<file path="src/hw/ssrc_pkg.sv">
package ssrc_pkg;
    // base clock rate and derived units
    localparam int unsigned CLK_HZ       = 100_000_000;
    localparam int unsigned CYC_PER_MS   = CLK_HZ / 1000;
    // timing figures in milliseconds
    localparam int unsigned AUTO_DLY_MS  = 1500;
    localparam int unsigned RESP_MS      = 150;
    localparam int unsigned MAN_DLY_MS   = 100;
    localparam int unsigned MON_PULSE_MS = 80;
    localparam int unsigned MON_DLY_MS   = 100;
    // derived cycle counts (exact whole multiples of CYC_PER_MS, no rounding)
    localparam int unsigned AUTO_DLY_CYC = AUTO_DLY_MS * CYC_PER_MS;
    localparam int unsigned RESP_CYC     = RESP_MS * CYC_PER_MS;
    localparam int unsigned MAN_DLY_CYC  = MAN_DLY_MS * CYC_PER_MS;
    localparam int unsigned MON_PULSE_CYC = MON_PULSE_MS * CYC_PER_MS;
    localparam int unsigned MON_DLY_CYC  = MON_DLY_MS * CYC_PER_MS;
    // wiring-selected start mode
    typedef enum logic [3:0] {
        SSRC_MODE_NONE = 4'h1,
        SSRC_MODE_AUTO = 4'h2,
        SSRC_MODE_MAN  = 4'h4,
        SSRC_MODE_MON  = 4'h8
    } ssrc_mode_t;
    // sequencer states, one-hot
    typedef enum logic [4:0] {
        SSRC_ST_SAFE  = 5'h01,
        SSRC_ST_ARM   = 5'h02,
        SSRC_ST_WAIT  = 5'h04,
        SSRC_ST_RUN   = 5'h08,
        SSRC_ST_ERR   = 5'h10
    } ssrc_state_t;
    // start-input channel group
    typedef struct packed {
        logic autoManual;
        logic monitored;
        logic autoBridged;
    } ssrc_start_t;
    // status group
    typedef struct packed {
        logic outputsOn;
        logic cfgError;
        logic waiting;
    } ssrc_status_t;
endpackage

</file>
<file path="src/hw/ssrc_start_ctrl.sv">
`timescale 1ns/1ps
module ssrc_start_ctrl
    import ssrc_pkg::*;
#(
    parameter int unsigned AUTO_CYC  = AUTO_DLY_CYC,
    parameter int unsigned RESP_CYCS = RESP_CYC,
    parameter int unsigned MAN_CYC   = MAN_DLY_CYC,
    parameter int unsigned PULSE_CYC = MON_PULSE_CYC,
    parameter int unsigned MON_CYC   = MON_DLY_CYC,
    parameter int unsigned TW        = 28
) (
    input  wire logic         mclk,
    input  wire logic         rst_n,
    input  wire logic         supplyActive,
    input  wire ssrc_start_t  startIn,
    output logic              restartControlOutput,
    output logic              safetyOutputs,
    output ssrc_status_t      status
);
    ssrc_state_t  state_r;
    ssrc_state_t  state_nxt;
    ssrc_mode_t   mode_r;
    ssrc_mode_t   mode_nxt;
    logic         safeOut_r;
    logic         safeOut_nxt;
    logic         cfgErr_r;
    logic         cfgErr_nxt;
    logic         startPrev_r;
    logic         startPrev_nxt;
    logic         pulseOk_r;
    logic         pulseOk_nxt;
    logic         tLoad;
    logic [TW-1:0] tVal;
    logic         tDone;
    logic         pLoad;
    logic         pDone;
    logic         startNow;
    logic         fallEdge;
    ssrc_mode_t   wiredMode;
    logic         bothWired;

    // ----------------------------------------
    // wiring decode
    // ----------------------------------------
    // mode decided from the channels alone; no other setting exists
    always_comb begin
        bothWired = startIn.autoManual && startIn.monitored;
        if (startIn.autoBridged) begin
            wiredMode = SSRC_MODE_AUTO;
        end else if (startIn.monitored) begin
            wiredMode = SSRC_MODE_MON;
        end else begin
            wiredMode = SSRC_MODE_MAN;
        end
    end

    // channel one view: auto mode sees a permanently active start
    assign startNow = (mode_r == SSRC_MODE_AUTO) ? 1'b1 :
                      startIn.autoManual;
    // channel two is watched in manual and monitored mode: while idle it reads the same
    // as an unwired channel, so its mode cannot be latched in advance
    assign fallEdge = startPrev_r && !startIn.monitored;

    // control output feeds the start channels while not in error
    assign restartControlOutput = (state_r != SSRC_ST_ERR);

    // ----------------------------------------
    // timers
    // ----------------------------------------
    // main delay timer: activation delays only; outputs drop without delay
    ssrc_timer #(.WIDTH(TW)) uDelay (
        .mclk    (mclk),
        .rst_n   (rst_n),
        .load    (tLoad),
        .loadVal (tVal),
        .expired (tDone)
    );
    // pulse-width qualifier for monitored start
    ssrc_timer #(.WIDTH(TW)) uPulse (
        .mclk    (mclk),
        .rst_n   (rst_n),
        .load    (pLoad),
        .loadVal (TW'(PULSE_CYC)),
        .expired (pDone)
    );
    assign pLoad = startIn.monitored && !startPrev_r;

    // ----------------------------------------
    // sequencer
    // ----------------------------------------
    // outputs drop the cycle after supply loss, well inside the limit
    always_comb begin
        state_nxt     = state_r;
        mode_nxt      = mode_r;
        safeOut_nxt   = 1'b0;
        cfgErr_nxt    = cfgErr_r;
        startPrev_nxt = startIn.monitored;
        pulseOk_nxt   = pulseOk_r;
        tLoad         = 1'b0;
        tVal          = TW'(MAN_CYC);
        // a fresh rise on channel two restarts the width check
        if (pLoad) begin
            pulseOk_nxt = 1'b0;
        end else if (startIn.monitored && pDone) begin
            pulseOk_nxt = 1'b1;
        end
        case (state_r)
            SSRC_ST_SAFE: begin
                mode_nxt = wiredMode;
                if (bothWired) begin
                    cfgErr_nxt = 1'b1;
                    state_nxt  = SSRC_ST_ERR;
                end else if (supplyActive) begin
                    state_nxt = SSRC_ST_ARM;
                end
            end
            SSRC_ST_ARM: begin
                // a wiring fault outranks supply loss so it is never lost
                if (bothWired) begin
                    cfgErr_nxt = 1'b1;
                    state_nxt  = SSRC_ST_ERR;
                end else if (!supplyActive) begin
                    state_nxt = SSRC_ST_SAFE;
                end else if (mode_r == SSRC_MODE_AUTO) begin
                    tLoad     = 1'b1;
                    tVal      = TW'(MAN_CYC);
                    state_nxt = SSRC_ST_WAIT;
                end else if (mode_r == SSRC_MODE_MAN && startNow) begin
                    tLoad     = 1'b1;
                    tVal      = TW'(MAN_CYC);
                    state_nxt = SSRC_ST_WAIT;
                end else if (fallEdge && pulseOk_r) begin
                    // activity on channel two is what marks monitored mode
                    mode_nxt  = SSRC_MODE_MON;
                    tLoad     = 1'b1;
                    tVal      = TW'(MON_CYC);
                    state_nxt = SSRC_ST_WAIT;
                end
            end
            SSRC_ST_WAIT: begin
                if (bothWired) begin
                    cfgErr_nxt = 1'b1;
                    state_nxt  = SSRC_ST_ERR;
                end else if (!supplyActive) begin
                    state_nxt = SSRC_ST_SAFE;
                end else if (tDone) begin
                    safeOut_nxt = 1'b1;
                    state_nxt   = SSRC_ST_RUN;
                end
            end
            SSRC_ST_RUN: begin
                safeOut_nxt = 1'b1;
                if (bothWired) begin
                    safeOut_nxt = 1'b0;
                    cfgErr_nxt  = 1'b1;
                    state_nxt   = SSRC_ST_ERR;
                end else if (!supplyActive) begin
                    safeOut_nxt = 1'b0;
                    state_nxt   = SSRC_ST_SAFE;
                end
            end
            SSRC_ST_ERR: begin
                state_nxt = SSRC_ST_ERR;
            end
            default: begin
                state_nxt = SSRC_ST_ERR;
            end
        endcase
    end

    // registers only; reset stands for power-on
    always_ff @(posedge mclk or negedge rst_n) begin
        if (!rst_n) begin
            state_r     <= SSRC_ST_SAFE;
            mode_r      <= SSRC_MODE_NONE;
            safeOut_r   <= 1'b0;
            cfgErr_r    <= 1'b0;
            startPrev_r <= 1'b0;
            pulseOk_r   <= 1'b0;
        end else begin
            state_r     <= state_nxt;
            mode_r      <= mode_nxt;
            safeOut_r   <= safeOut_nxt;
            cfgErr_r    <= cfgErr_nxt;
            startPrev_r <= startPrev_nxt;
            pulseOk_r   <= pulseOk_nxt;
        end
    end

    assign safetyOutputs    = safeOut_r;
    assign status.outputsOn = safeOut_r;
    assign status.cfgError  = cfgErr_r;
    assign status.waiting   = (state_r == SSRC_ST_ARM);
endmodule // ssrc_start_ctrl

</file>
<file path="src/hw/ssrc_timer.sv">
`timescale 1ns/1ps
// down-counting interval timer, loaded by a pulse, reports expiry as a level
module ssrc_timer #(
    parameter int unsigned WIDTH = 28
) (
    input  wire logic             mclk,
    input  wire logic             rst_n,
    input  wire logic             load,
    input  wire logic [WIDTH-1:0] loadVal,
    output logic                  expired
);
    logic [WIDTH-1:0] cnt_r;
    logic [WIDTH-1:0] cnt_nxt;

    // ----------------------------------------
    // count logic
    // ----------------------------------------
    // next count: load wins, otherwise step down to zero and hold
    always_comb begin
        cnt_nxt = cnt_r;
        if (load) begin
            cnt_nxt = loadVal;
        end else if (cnt_r != '0) begin
            cnt_nxt = cnt_r - WIDTH'(1);
        end
    end

    always_ff @(posedge mclk or negedge rst_n) begin
        if (!rst_n) begin
            cnt_r <= '0;
        end else begin
            cnt_r <= cnt_nxt;
        end
    end

    assign expired = (cnt_r == '0) && !load;
endmodule // ssrc_timer

</file>
<file path="config.mk">
export PLATFORM = sky130hd
export DESIGN_NAME = ssrc_start_ctrl
export DESIGN_NICKNAME = d
export VERILOG_FILES = /design/src/hw/ssrc_pkg.sv /design/src/hw/ssrc_start_ctrl.sv /design/src/hw/ssrc_timer.sv
export SDC_FILE = /design/constraint.sdc
export NUM_CORES = 1
export LEC_CHECK = 0
export BUFFER_PORTS_ARGS = -buffer_cell sky130_fd_sc_hd__buf_2
export CORE_ASPECT_RATIO = 1.25
export CORE_MARGIN = 3
export CORE_UTILIZATION = 50
export CTS_BUF_LIST = sky130_fd_sc_hd__clkbuf_2
export DETAILED_ROUTE_END_ITERATION = 10
export MAX_ROUTING_LAYER = met4
export PLACE_DENSITY_LB_ADDON = 0.2
export SKIP_CTS_REPAIR_TIMING = 1
export SLEW_MARGIN = 15
export SYNTH_ARGS = -nofsm -noshare
export SYNTH_HDL_FRONTEND = slang
export SYNTH_SLANG_ARGS = --single-unit
export TNS_END_PERCENT = 50
</file>
<file path="constraint.sdc">
create_clock -name mclk -period 2.3 [get_ports mclk]
set_input_delay 0.345 -clock mclk [delete_from_list [all_inputs] [get_ports mclk]]
set_output_delay 0.345 -clock mclk [all_outputs]
set_load 0.03 [all_outputs]
</file>
After elaboration in Yosys (flattened, before gate mapping). Cells that the tools add are included.

Flip-flop bits (word level): 69. Bits in latches: 0. Memory bits (writable): 0. Bits in read-only memories: 0. Bits of input ports: 6. Output and inout bits: 5. Logic and storage cells: 90. Memories: 0.

Add/subtract/negate cells: 2. Multiply operators: 0. Div/mod/pow operators: 0. Magnitude comparators: 0. Eq/ne operators: 16. Shift operators: 0. Multiplexer cells: 40. Bitwise gates (word level): 0. Reductions and logical operators: 24.

Operators by type and width (number): 2-to-1 mux 28 bit (4); 2-to-1 mux 5 bit (12); logical NOT 28 bit (2); nonzero test 28 bit (2); subtractor 28 x 1 -> 28 bit (second input constant) (2); 2-to-1 mux 4 bit (7); one-hot mux 5 bit (4 select lines) (1); 2-to-1 mux 1 bit (14); logical AND 1 bit (8); inequality test 2 bit (second input constant) (4); one-hot mux 4 bit (2 select lines) (1); nonzero test 2 bit (4); inequality test 3 bit (second input constant) (2); inequality test 6 x 2 -> 1 bit (second input constant) (1); AND reduction 6 bit (1); equality test 5 x 1 -> 1 bit (second input constant) (1); equality test 5 x 2 -> 1 bit (second input constant) (1); equality test 5 x 3 -> 1 bit (second input constant) (1); equality test 5 x 4 -> 1 bit (second input constant) (1); inequality test 5 bit (second input constant) (1); equality test 4 x 2 -> 1 bit (second input constant) (1); equality test 4 x 3 -> 1 bit (second input constant) (1); logical NOT 1 bit (4); inequality test 4 bit (second input constant) (1); other kinds (5) (5).

Depth between registers and ports, before layout.
Word-level depth: 15. Depth in mapped cells: 8. Mapped depth without buffers: 7.

By module. Synthesis repeated with hierarchy kept, for this count alone.

Cells, all modules: 473. Area total of the unflattened synthesis: 4202.8 um^2.

Modules (own cells, without submodules): ssrc_timer (uDelay) (times used 1, cells an instance 200, area an instance 1785.5 um^2, seq. area each 700.7 um^2); ssrc_timer (uPulse) (times used 1, cells an instance 199, area an instance 1722.9 um^2, seq. area each 700.7 um^2); ssrc_start_ctrl (times used 1, cells an instance 74, area an instance 694.4 um^2, seq. area each 327.8 um^2).

Worst setup path before layout. No wires, ideal clock.

Path type: register to register. From: register uPulse.cnt_r[0]. To: register uPulse.cnt_r[9]. Setup time: 0.139 ns. Arrival: 2.231 ns. Required time: 2.161 ns. Slack: -0.070 ns. Stages on the path, launching flop included: 9. Buffers on the path: 1. Clock period less this slack: 2.370 ns. Path through: dfrtp_1 -> inv_1 -> ha_1 -> or4b_2 -> or4_1 -> nor2_1 -> buf_2 -> or4_1 -> nand3_1.

Longest elaborated chain between the ends: 3. Elaborated cells between the ends (all ways): 5. Those cells by class: 1 x add/sub; 2 x mux; 2 x reduce/logical.

RTL lines: start: declaration (RTL line ssrc_timer.sv:12) `logic [WIDTH-1:0] cnt_r;`; start signal: assignment (RTL line ssrc_timer.sv:32) `cnt_r <= cnt_nxt;`; subtractor 28 x 1 -> 28 bit (RTL line ssrc_timer.sv:24) `cnt_nxt = cnt_r - WIDTH'(1);`; 2-to-1 mux 28 bit (RTL line ssrc_timer.sv:23) `end else if (cnt_r != '0) begin`; 2-to-1 mux 28 bit (RTL line ssrc_timer.sv:21) `if (load) begin`.

Parallel ways exist; a longest one is shown, timed or not. The select of a mux whose other input is x is not followed. A chain may end at the register's enable or synchronous reset.

Final worst setup path.
From: register uDelay.cnt_r[0]. To: register uDelay.cnt_r[21].

Longest elaborated chain between the ends: 3. Elaborated cells between the ends (all ways): 5. Those cells by class: 1 x add/sub; 2 x mux; 2 x reduce/logical.

RTL lines (RTL line): start: declaration (ssrc_timer.sv:12); start signal: assignment (ssrc_timer.sv:32); subtractor 28 x 1 -> 28 bit (ssrc_timer.sv:24); 2-to-1 mux 28 bit (ssrc_timer.sv:23); 2-to-1 mux 28 bit (ssrc_timer.sv:21).

Parallel ways exist; a longest one is shown, timed or not. The select of a mux whose other input is x is not followed.

==> results.yml <==
synth:
  synth_cell_types: 56
  yosysSeqAreaShare: 0.455
  syn_inst: 409
  synthesis.area_mm2: 0.00380
  synth_warnings: 0
  syn_avg_cell_area_um2: 9.30
  async_reset_ff_frac: 1.00
  synth_edf_count: 0
  yosys_most_used_dff: "dfrtp_1"
  yosys_register_bits: 69
  syn-num-nets: 418
cells_and_area:
  multi_input_area_mm2: 0.00206
  regArea_mm2: 0.00173
  syn2layout_area_growth_pct: 16.0
  instances_no_fill: 547
  antennaDiodeCount: 0
  fillers: 615
  layout-drive-gt1-share: 0.228
  finalNetCount: 461
timing:
  finClkSkew_ns: 0.0255
  slew_headroom: 0.590
  timing.fmax_ghz: 0.451
  fin_hold_ws_ns: 0.0556
  tightest_slew_ns: 0.600
  hold_viol: 0
  min_period_ns: 2.22
  finalSetupTns_ns: 0
  setup_viol: 0
  drv_slew: 0
  period_share: 0.964
worst_setup_path:
  critPathTopFamily: "compound AO/OA/AOI/OAI gates"
  worst_setup_path_end_kind: "flip-flop"
  path_depth: 8
  cp_num_buf_inv: 2
  crit_path_start: "uDelay.cnt_r[0]"
  cp_max_fo: 4
  crit_arrival_ns: 2.63
  required_ns: 2.71
  critPathCapture: "uDelay.cnt_r[21]"
  reg2regPathDepth: 8
  worst_path_largest_cell_delay_ns: 0.57
  r2r_start: "uDelay.cnt_r[0]"
  r2r_slack_ns: 0.08
  cp-start-kind: "flip-flop"
  critPathKind: "flip-flop to flip-flop"
  timing.rr.end: "uDelay.cnt_r[21]"
  path_cells: "inv_2 > buf_4 > ha_1 > nor2b_1 > and2_1 > a211oi_1 > mux2i_1 > nor2_1"
  crit_path_top_delay_cell: "a211oi_1"
clock_tree:
  numCtsBuffers: 9
  cts_tree: "built"
  cts.path.max_buffers: 2
  cts_sinks: 69
  ctsHtreeMaxLevel: 3
  clk_latency_ns: 0.50
  clkTransAtPathRegs_ns: 0.21
  cts_root_buf: "clkbuf_2"
routing:
  post_drt_wl_per_cell_um: 15.1
  final_antenna_net_count: 0
  drc: 0
  routed_wl_um: 8240
  vias: 3198
  drt_first_pass_iters: 4
  avgViaCountPerCell: 5.85
  drtIter0Drc: 169
floorplan:
  die_y_um: 104
  initial_core_util: 0.529
  num_rows: 34
  core_area_mm2: 0.00719
  io_pins: 11
  dieArea_mm2: 0.00870
  die_w_um: 84.0
grt:
  grt_pass1_vias: 3110
  antenna_found_initial: 0
  grt_overflow: 0
  grt_pass1_wl_um: 14100
  grt.total_usage: 0.201
  grt_max_degree: 70
power:
  netSwitchingFraction: 0.324
  pwr-share-comb: 0.202
  power_density_mw_per_mm2: 595
  leakage_nw: 1.69
  power_frac_seq: 0.531
  power.internal_w: 0.00178
  p_clk_frac: 0.268
  switchingPower_w: 0.000851
  vdd_ir_drop_max_v: 0.000693
worst_hold_path:
  hold_start: "startIn[1]"
  holdCritPathClass: "input pin to flip-flop"
placement:
  dpl.cell_count: 526
  dpl.hpwl_um: 5720
  place_congestion: 0.853
  port_buffers: 10
run:
  maxCapViolations: 0
outcome:
  status: "finished clean"
==> registers in the layout (all words and copies together), names as in the netlist <==
signal         count
uPulse.cnt_r      28
safetyOutputs      1
pulseOk_r          1
startPrev_r        1
mode_r             4
cfgErr_r           1
state_r            5
uDelay.cnt_r      28
==> placed cells by master (no fill, tap or decap), types with 3 or more instances in the layout <==
cell type  count
dfrtp_1       67
nor2_1        42
nand2_1       34
buf_4         34
a21oi_1       26
nor3_1        18
or3_1         15
o21ai_0       15
nand3_1       12
o31ai_1       12
xor2_1        12
clkbuf_2      10
buf_2         10
xnor2_1        9
nand4_1        8
nor4_1         7
or4_1          7
o211ai_1       7
inv_1          6
nand2b_1       6
nor4_2         6
a211oi_1       6
nand3b_1       6
or4_4          4
and4_1         4
inv_2          3
or2_2          3
nor2b_1        3
or4b_4         3
and2_1         3
mux2i_1        3
o21a_1         3
and3_1         3
o41ai_1        3
==> cell type report <==
| class | instances | area share |
|---|---|---|
| Clock inverter | 6 | 0.0145 |
| Inverter | 9 | 0.00766 |
| Multi-Input combinational cell | 314 | 0.466 |
| Clock buffer | 10 | 0.0113 |
| Tap cell | 90 | 0.0255 |
| Timing Repair Buffer | 49 | 0.0834 |
| Sequential cell | 69 | 0.392 |
==> cell families after synthesis <==
| kind of cell | synth area share |
|---|---|
| buffers and inverters | 0.0342 |
| AND/OR/NAND/NOR | 0.297 |
| flip-flops | 0.455 |
| XOR/XNOR | 0.0484 |
| multiplexers | 0.00790 |
| adder cells (fa/ha/maj) | 0.00987 |
| AO/OA/AOI/OAI | 0.148 |
==> cells in the mapped netlist, drive strengths merged (9+ instances only) <==
cell type	n	area (um2)
xnor2	9	78.8
or3	17	111
xor2	12	105
clkbuf	9	33.8
nor2	44	165
or4	11	86.3
nor4	13	93.8
o21ai	16	80.1
nor3	22	133
nand2	34	128
o31ai	12	90.1
dfrtp	67	1680
nand3	14	80.1
a21oi	27	135
inv	9	33.8
==> layer usage <==
metal	up-vias	global-route usage	routed length, um
met5	-	-	0
met4	0	0.0632	195
met3	16	0.0357	192
met2	42	0.337	4150
met1	1540	0.246	3710
li1	1600	-	-
==> worst min-delay path by stage <==
| stage | slack [ns] | end | cells past startpoint |
|---|---|---|---|
| after detailed placement | 0.40 | uDelay.cnt_r[11] | 2 |
| after floorplan | 0.05 | cfgErr_r | 0 |
| after global routing | 0.0009 | startPrev_r | 1 |
| after global placement | 0.40 | uDelay.cnt_r[10] | 2 |
| final | 0.06 | startPrev_r | 1 |
| after CTS | -0.21 | uDelay.cnt_r[11] | 2 |
==> power groups by stage <==
stage / registers, W / logic [W] / clock network (W)
floorplan: 0.00140 / 0.000313 / 0
global placement: 0.00141 / 0.000505 / 0
detailed placement: 0.00141 / 0.000513 / 0
CTS: 0.00139 / 0.000515 / 0.000725
global route: 0.00141 / 0.000600 / 0.000775
finish: 0.00139 / 0.000530 / 0.000703
==> worst reg2reg max path: stages, from the launching register on <==
cell      delay [ns]
dfrtp_1         0.43
inv_2           0.06
buf_4           0.14
ha_1            0.21
nor2b_1         0.16
and2_1          0.22
a211oi_1        0.57
mux2i_1         0.26
nor2_1          0.07
==> through the flow <==
stage	setup slack [ns]	power (W)	instance area, um2	utilization
final	0.0835	0.00263	4410	0.614
after global routing	-0.0666	0.00278	4410	0.614
after CTS	-0.0396	0.00263	4260	0.592
after detailed placement	0.00268	0.00192	4140	0.576
after global placement	0.0454	0.00191	4140	0.576
after floorplan	0.0210	0.00171	3810	-
No activity file was read; power rests on OpenSTA's default activity.
